### src/host_lane_pkg.sv
// Constants for the host byte-lane steering block.
// Assumes an APB register bus with 32-bit data and byte addressing.
package host_lane_pkg;

  // ****************************************
  // Register map
  // ****************************************
  localparam logic [11:0] OFS_EXCHANGE = 12'h000;
  localparam logic [11:0] OFS_STATUS = 12'h004;

  // ****************************************
  // Values after reset and field positions
  // ****************************************
  localparam logic [31:0] EXCHANGE_ON = 32'hffffffff;
  localparam logic [31:0] EXCHANGE_RESET = 32'h00000000;
  localparam logic WIDE_RESET = 1'b1;
  localparam int ST_WIDE = 0;
  localparam int ST_EXCH = 1;
  localparam int ST_WR_PEND = 2;
  localparam int ST_RD_PEND = 3;
  localparam int ST_DROP_LSB = 8;
  localparam int DROP_W = 8;

  // ****************************************
  // Halfword pairing states
  // ****************************************
  typedef enum logic [1:0] {
    PAIR_IDLE = 2'b01,
    PAIR_HALF = 2'b10
  } pair_state_t;

endpackage

### src/host_byte_lane_ordering.sv
// Byte-lane steering between the host data bus and the internal 32-bit word.
// Assumes host strobes are one-cycle pulses synchronous to pclk, and that
// internal read data is valid in the same cycle as the read strobe.
//
// Our own choices: the placing of the registers and the APB register port.

// Overview of operation
// - Halfword exchange only acts in 16-bit mode.
// - 32-bit mode keeps upper and lower halfwords.
// - Placement uses strap, exchange, order select, A1.
// - Writes exchange then reorder; reads reverse.
// - Steering covers registers and all FIFOs.
// - Internal bytes numbered 3 down to 0.
// - 32-bit: select high reverses all four bytes.
// - 16-bit unexchanged halfword lane table.
// - 16-bit exchanged halfword lane table.
// - Select low little endian, high big endian.
// - Repeated halfword write discards the DWORD.
module host_byte_lane_ordering #(
  parameter int ADDR_W = 12
) (
  input wire logic pclk,
  input wire logic presetn,
  input wire logic psel,
  input wire logic penable,
  input wire logic pwrite,
  input wire logic [ADDR_W-1:0] paddr,
  input wire logic [31:0] pwdata,
  output logic [31:0] prdata,
  output logic pready,
  output logic pslverr,
  input wire logic bus_width_strap,
  input wire logic byte_order_sel,
  input wire logic low_halfword_addr_line,
  input wire logic host_wr,
  input wire logic host_rd,
  input wire logic [31:0] host_wdata,
  output logic [31:0] host_rdata,
  output logic host_upper_oe,
  output logic int_wr,
  output logic [31:0] int_wdata,
  output logic int_rd,
  input wire logic [31:0] int_rdata
);
  import host_lane_pkg::*;

  // The status offset needs at least three address bits to decode
  if (ADDR_W < 3 || ADDR_W > 12) begin : g_addr_w_check
    $error("ADDR_W must lie between 3 and 12");
  end

  // ****************************************
  // Lane functions
  // ****************************************
  // Byte 3 is bits 31:24, byte 0 is bits 7:0
  function automatic logic [15:0] swap16(input logic [15:0] h);
    swap16 = {h[7:0], h[15:8]};
  endfunction

  function automatic logic [31:0] rev32(input logic [31:0] w);
    rev32 = {swap16(w[15:0]), swap16(w[31:16])};
  endfunction

  // ****************************************
  // State
  // ****************************************
  logic wide32;
  logic strap_taken;
  logic [31:0] exchange_reg;
  pair_state_t wr_state;
  pair_state_t rd_state;
  logic wr_first_hi;
  logic rd_first_hi;
  logic [15:0] wr_buf;
  logic [31:0] rd_buf;
  logic [DROP_W-1:0] drop_cnt;

  // ****************************************
  // Steering decode
  // ****************************************
  wire exch_active = !wide32 && (exchange_reg == EXCHANGE_ON);
  // Exchange flips A1 first, then big endian picks the opposite half
  wire hi_sel = (low_halfword_addr_line ^ exch_active) ^ byte_order_sel;
  wire [15:0] wr_half = byte_order_sel ? swap16(host_wdata[15:0]) : host_wdata[15:0];
  wire [31:0] wr_word32 = byte_order_sel ? rev32(host_wdata) : host_wdata;
  wire wr_pair_done = (wr_state == PAIR_HALF) && (hi_sel != wr_first_hi);
  wire wr_pair_drop = (wr_state == PAIR_HALF) && (hi_sel == wr_first_hi);
  // A repeated read half restarts with a fresh fetch, it is not fatal
  wire rd_fetch = wide32 || (rd_state == PAIR_IDLE) || (hi_sel == rd_first_hi);
  wire [31:0] rd_word = rd_fetch ? int_rdata : rd_buf;
  wire [15:0] rd_half = hi_sel ? rd_word[31:16] : rd_word[15:0];
  wire [15:0] rd_lane = byte_order_sel ? swap16(rd_half) : rd_half;
  wire [31:0] rd_word32 = byte_order_sel ? rev32(int_rdata) : int_rdata;

  // Same steering serves register and FIFO traffic alike
  assign int_rd = host_rd && rd_fetch;
  assign host_upper_oe = wide32;

  // ****************************************
  // Bus width strap capture
  // ****************************************
  always_ff @(posedge pclk or negedge presetn) begin
    if (!presetn) begin
      wide32 <= WIDE_RESET;
      strap_taken <= 1'b0;
    end else if (!strap_taken) begin
      wide32 <= bus_width_strap;
      strap_taken <= 1'b1;
    end
  end

  // ****************************************
  // Host write path
  // ****************************************
  always_ff @(posedge pclk or negedge presetn) begin
    if (!presetn) begin
      wr_state <= PAIR_IDLE;
      wr_first_hi <= 1'b0;
      wr_buf <= 16'h0000;
      int_wr <= 1'b0;
      int_wdata <= 32'h00000000;
      drop_cnt <= '0;
    end else begin
      int_wr <= 1'b0;
      if (host_wr && wide32) begin
        int_wdata <= wr_word32;
        int_wr <= 1'b1;
      end else if (host_wr) begin
        case (wr_state)
          PAIR_IDLE: begin
            wr_buf <= wr_half;
            wr_first_hi <= hi_sel;
            wr_state <= PAIR_HALF;
          end
          PAIR_HALF: begin
            wr_state <= PAIR_IDLE;
            if (wr_pair_done) begin
              int_wdata <= hi_sel ? {wr_half, wr_buf} : {wr_buf, wr_half};
              int_wr <= 1'b1;
            end else begin
              drop_cnt <= drop_cnt + 1'b1;
            end
          end
          default: wr_state <= PAIR_IDLE;
        endcase
      end
    end
  end

  // ****************************************
  // Host read path
  // ****************************************
  always_ff @(posedge pclk or negedge presetn) begin
    if (!presetn) begin
      rd_state <= PAIR_IDLE;
      rd_first_hi <= 1'b0;
      rd_buf <= 32'h00000000;
      host_rdata <= 32'h00000000;
    end else if (host_rd && wide32) begin
      host_rdata <= rd_word32;
    end else if (host_rd) begin
      // Upper lanes are not driven in 16-bit mode
      host_rdata <= {16'h0000, rd_lane};
      case (rd_state)
        PAIR_IDLE, PAIR_HALF: begin
          if (rd_fetch) begin
            rd_buf <= int_rdata;
            rd_first_hi <= hi_sel;
            rd_state <= PAIR_HALF;
          end else begin
            rd_state <= PAIR_IDLE;
          end
        end
        default: rd_state <= PAIR_IDLE;
      endcase
    end
  end

  // ****************************************
  // APB slave
  // ****************************************
  wire setup_phase = psel && !penable;
  wire access_phase = psel && penable;
  wire hit_exchange = (paddr == ADDR_W'(OFS_EXCHANGE));
  wire hit_status = (paddr == ADDR_W'(OFS_STATUS));
  wire [31:0] status_word = {16'h0000, drop_cnt, 4'h0, rd_state == PAIR_HALF,
                             wr_state == PAIR_HALF, exch_active, wide32};
  wire [31:0] next_prdata = hit_exchange ? exchange_reg : (hit_status ? status_word : 32'h0);

  assign pready = 1'b1;
  assign pslverr = access_phase && !(hit_exchange || hit_status);

  always_ff @(posedge pclk or negedge presetn) begin
    if (!presetn) begin
      exchange_reg <= EXCHANGE_RESET;
      prdata <= 32'h00000000;
    end else begin
      if (setup_phase) begin
        prdata <= next_prdata;
      end
      if (access_phase && pwrite && hit_exchange) begin
        exchange_reg <= pwdata;
      end
    end
  end

  // ****************************************
  // Checks
  // ****************************************
  a_exch_wide_ignored: assert property (
    @(posedge pclk) disable iff (!presetn) wide32 |-> !exch_active)
    else $error("exchange active in 32-bit mode");

  a_exch_exact_ones: assert property (
    @(posedge pclk) disable iff (!presetn) exch_active |-> exchange_reg == EXCHANGE_ON)
    else $error("exchange active without all-ones value");

  a_wide_straight: assert property (
    @(posedge pclk) disable iff (!presetn)
    host_wr && wide32 && !byte_order_sel |=> int_wr && int_wdata == $past(host_wdata))
    else $error("32-bit little endian write not straight");

  a_wide_reversed: assert property (
    @(posedge pclk) disable iff (!presetn)
    host_rd && wide32 && byte_order_sel |=>
    host_rdata[31:24] == $past(int_rdata[7:0]) && host_rdata[7:0] == $past(int_rdata[31:24]))
    else $error("32-bit big endian read not reversed");

  a_first_half_held: assert property (
    @(posedge pclk) disable iff (!presetn)
    host_wr && !wide32 && wr_state == PAIR_IDLE |=> !int_wr && wr_state == PAIR_HALF)
    else $error("first halfword wrote internally");

  a_pair_completes: assert property (
    @(posedge pclk) disable iff (!presetn)
    host_wr && !wide32 && wr_pair_done && !exch_active && !byte_order_sel
    && low_halfword_addr_line |=> int_wr && int_wdata[31:16] == $past(host_wdata[15:0]))
    else $error("upper halfword misplaced");

  a_same_half_drop: assert property (
    @(posedge pclk) disable iff (!presetn)
    host_wr && !wide32 && wr_pair_drop |=> !int_wr && wr_state == PAIR_IDLE)
    else $error("repeated halfword not discarded");

  a_read_plain_low: assert property (
    @(posedge pclk) disable iff (!presetn)
    host_rd && int_rd && !wide32 && !exch_active && !byte_order_sel && !low_halfword_addr_line
    |=> host_rdata[15:0] == $past(int_rdata[15:0]))
    else $error("unexchanged low read misplaced");

  a_read_exch_map: assert property (
    @(posedge pclk) disable iff (!presetn)
    host_rd && int_rd && !wide32 && exch_active && byte_order_sel && low_halfword_addr_line
    |=> host_rdata[15:8] == $past(int_rdata[23:16]) && host_rdata[7:0] == $past(int_rdata[31:24]))
    else $error("exchanged big endian read misplaced");

endmodule

### config.mk
export PLATFORM = sky130hd
export DESIGN_NAME = host_byte_lane_ordering
export DESIGN_NICKNAME = d
export VERILOG_FILES = /design/src/host_lane_pkg.sv /design/src/host_byte_lane_ordering.sv
export SDC_FILE = /design/constraint.sdc
export NUM_CORES = 1
export LEC_CHECK = 0
export ABC_AREA = 1
export BUFFER_PORTS_ARGS = -buffer_cell sky130_fd_sc_hd__buf_2
export CAP_MARGIN = 20
export CORE_UTILIZATION = 45
export CTS_CLUSTER_DIAMETER = 40
export DETAILED_ROUTE_END_ITERATION = 10
export MAX_ROUTING_LAYER = met4
export PLACE_DENSITY = 0.69
export SETUP_SLACK_MARGIN = 0.02
export SLEW_MARGIN = 30
export SYNTH_ARGS = -nofsm -noshare
export SYNTH_HDL_FRONTEND = slang
export SYNTH_SLANG_ARGS = --single-unit
### constraint.sdc
create_clock -name pclk -period 2.95 [get_ports pclk]
set_clock_uncertainty 0.2 [all_clocks]
set_input_delay 0 -clock pclk [delete_from_list [all_inputs] [get_ports pclk]]
set_output_delay 0 -clock pclk [all_outputs]
set_load 0.05 [all_outputs]
==> reports/metrics.csv <==
metric;value;unit
worstSkewPairLatency;0.45;ns
fin_crit;2.74;ns
num_antenna_cells;0;
worstMarginPinSlew;0.914;ns
die_w;151;µm
fp.coreArea;0.0218;mm²
drc;0;
port-buffer-count;217;
grt_pass1_vias;9533;
clockRootBuffer;clkbuf_16;
grt_use_total;27.3;%
die_area;0.0229;mm²
dr.pass1.iters;5;
synth_edf_count;0;
syn_to_final_growth;32.8;%
violations;hold timing;
finalNonFillerCells;1871;
multi_input_area;0.00428;mm²
post-cts-setup-buffers;0;
layout.nets;1699;
syn_inst;1268;
clockBufferDepth;2;
dp_hpwl;18.9;mm
fin_tns_setup;0;ns
path_class;flip-flop to flip-flop;
cp.arrival;2.92;ns
critical_path.endpoint_type;flip-flop;
viasPerCell;5.33;
hold_viol_final;25;
cts_buffers;17;
grt_pass1_wl;47.4;mm
place_congestion;0.899;
drive_gt1_share;21.4;%
hp-class;input port to async pin;
routed_wl;29.9;mm
slowest_stage;dlygate4sd3_1;
slowest_delay;0.58;ns
start_util;46.0;%
clk_pin_slew;0.08;ns
p_leak;6.73;nW
syn_area;0.0100;mm²
max_slew_margin;38.7;%
setup_viol;0;
drv_cap;0;
cts_max_level;4;
vias;9980;
placed_cell_area;0.0114;mm²
grt_max_degree;83;
fillCellCount;1897;
max_freq;365;MHz
path_cells;buf_4 > nand2_1 > inv_1 > buf_4 > o21ai_0 > dlygate4sd3_1 > o21ai_0 > dlygate4sd3_1;
design_area;0.0133;mm²
crit_path_max_fanout;18;
hold-worst-slack;-0.0305;ns
antenna_left;0;
finalCritPeriodShare;92.8;%
avgSynthCellArea;7.91;µm²
routedWlPerCell;16.0;µm
p_per_area;740;mW/mm²
pin_count;219;
die_y;151;µm
antenna_found_initial;0;
tritoncts;built;
ys_warn_count;0;
synthFlopType;dfrtp_1;
dp.cells;1713;
seqCellArea;0.00483;mm²
outcome;finished, violations left;
peakVddDrop;619;µV
cp_data_required_time;3.13;ns
rsz0062_at_grt;false;
ys_types;40;
drt_iter0_markers;768;
synth-seq-area-share;48.2;%
cts_sinks;193;
maxSlewViolCount;0;
grt_overflow;0;
synth-seq-cells;193;
startpoint_type;flip-flop;
ys_async_sr_fraction;100;%
post-route-util;61.1;%
fp-row-count;54;
power breakdown:
group	switching (W)	internal [W]	total, W	leakage, nW
Combinational	0.00252	0.00112	0.00363	3.96
Sequential	0.000410	0.00330	0.00370	2.46
Clock	0.00121	0.00132	0.00253	0.314
Total	0.00413	0.00574	0.00987	6.73
cell usage in the layout (no fill, tap or decap), types with 6 or more instances in the layout:
master           n
a221oi_1        10
a32oi_1          8
clkbuf_16       17
clkinv_8         6
nand3_1         87
nand2_2          6
dlygate4sd3_1  126
nor2_1          65
o21ai_1         37
nand4_1         37
mux2_2          35
dfrtp_1        190
buf_2          216
a31oi_1         13
o22ai_1         10
buf_4           23
buf_12           6
o21ai_0        139
a21oi_1         54
inv_1          139
nand2_1        309
synth_stat cells, types with 3 or more instances:
library cell | instances | area share, %
xnor2_1 | 4 | 0.35
xor2_1 | 4 | 0.35
a31oi_1 | 13 | 0.81
a32oi_1 | 8 | 0.70
a21oi_1 | 54 | 2.7
o21ai_1 | 37 | 1.8
nand2_2 | 7 | 0.44
buf_2 | 16 | 0.80
inv_1 | 141 | 5.3
dfstp_2 | 3 | 0.79
buf_4 | 6 | 0.45
mux2_2 | 35 | 3.9
nand4_1 | 37 | 2.3
inv_2 | 4 | 0.15
dfrtp_1 | 190 | 47
nand3_1 | 87 | 4.3
nand2_1 | 309 | 12
ha_1 | 3 | 0.37
buf_1 | 6 | 0.22
clkinv_1 | 3 | 0.11
nor4_1 | 4 | 0.25
buf_6 | 7 | 0.79
nor3_1 | 3 | 0.15
a221oi_1 | 10 | 0.87
o21ai_0 | 139 | 6.9
clkbuf_1 | 47 | 1.8
nor2_1 | 67 | 2.5
o22ai_1 | 10 | 0.62
cell type report:
| cell class | count | area share (%) |
|---|---|---|
| clock buffers | 17 | 3.19 |
| multi-input cells | 846 | 32.1 |
| inverters | 148 | 4.22 |
| clock inverters | 15 | 1.73 |
| well taps | 280 | 2.63 |
| flip-flops and latches | 193 | 36.3 |
| repair buffers | 372 | 19.9 |
cell families after synthesis:
kind of cell / synth area share [%]
simple gates: 22.1
fa+ha+maj: 0.374
flops: 48.2
compound gates: 15.0
buf+inv: 9.55
mux: 3.93
other cells: 0.0374
xor+xnor: 0.860
per-layer routing:
metal	GRT usage [%]	vias up	routed length, µm
li1	-	4796	-
met1	36.2	4724	13500
met2	42.0	404	13800
met3	4.43	56	1890
met4	10.4	0	743
met5	-	-	0
final timing paths:
path / startpoint / slack [ns] / depth (start not counted) / to
worst min-delay path: presetn / -0.03 / 2 / host_rdata[29]
worst min register to register: prdata[19] / 0.28 / 2 / prdata[19]
worst max-delay path: host_upper_oe / 0.21 / 8 / host_rdata[29]
min in group pclk: byte_order_sel / 0.01 / 4 / host_rdata[17]
max in group asynchronous: presetn / 1.65 / 3 / rd_buf[26]
worst max register to register: host_upper_oe / 0.21 / 8 / host_rdata[29]
critical path, delay by kind of cell, from the launching register on:
family                 cells  cell delay (ns)
buffers and inverters      5             1.61
flip-flops                 1             0.55
AO/OA/AOI/OAI              2             0.24
AND/OR/NAND/NOR            1             0.07
timing repair:
| action | 4_1_cts | 5_1_grt |
|---|---|---|
| gates resized for setup | 0 | 7 |
| setup endpoints to repair | 0 | 4 |
| hold buffers | 126 | 0 |
| endpoints found under the hold margin | 317 | 0 |
per-stage QoR:
step | total power, W | setup WS (ns)
2_1_floorplan | 0.00621 | 0.662
3_5_place_dp | 0.00714 | 0.319
4_1_cts | 0.00988 | 0.0751
6_report | 0.00987 | 0.213
5_1_grt | 0.0105 | 0.0368
3_3_place_gp | 0.00709 | 0.374
(Power assumes the default switching activity.)
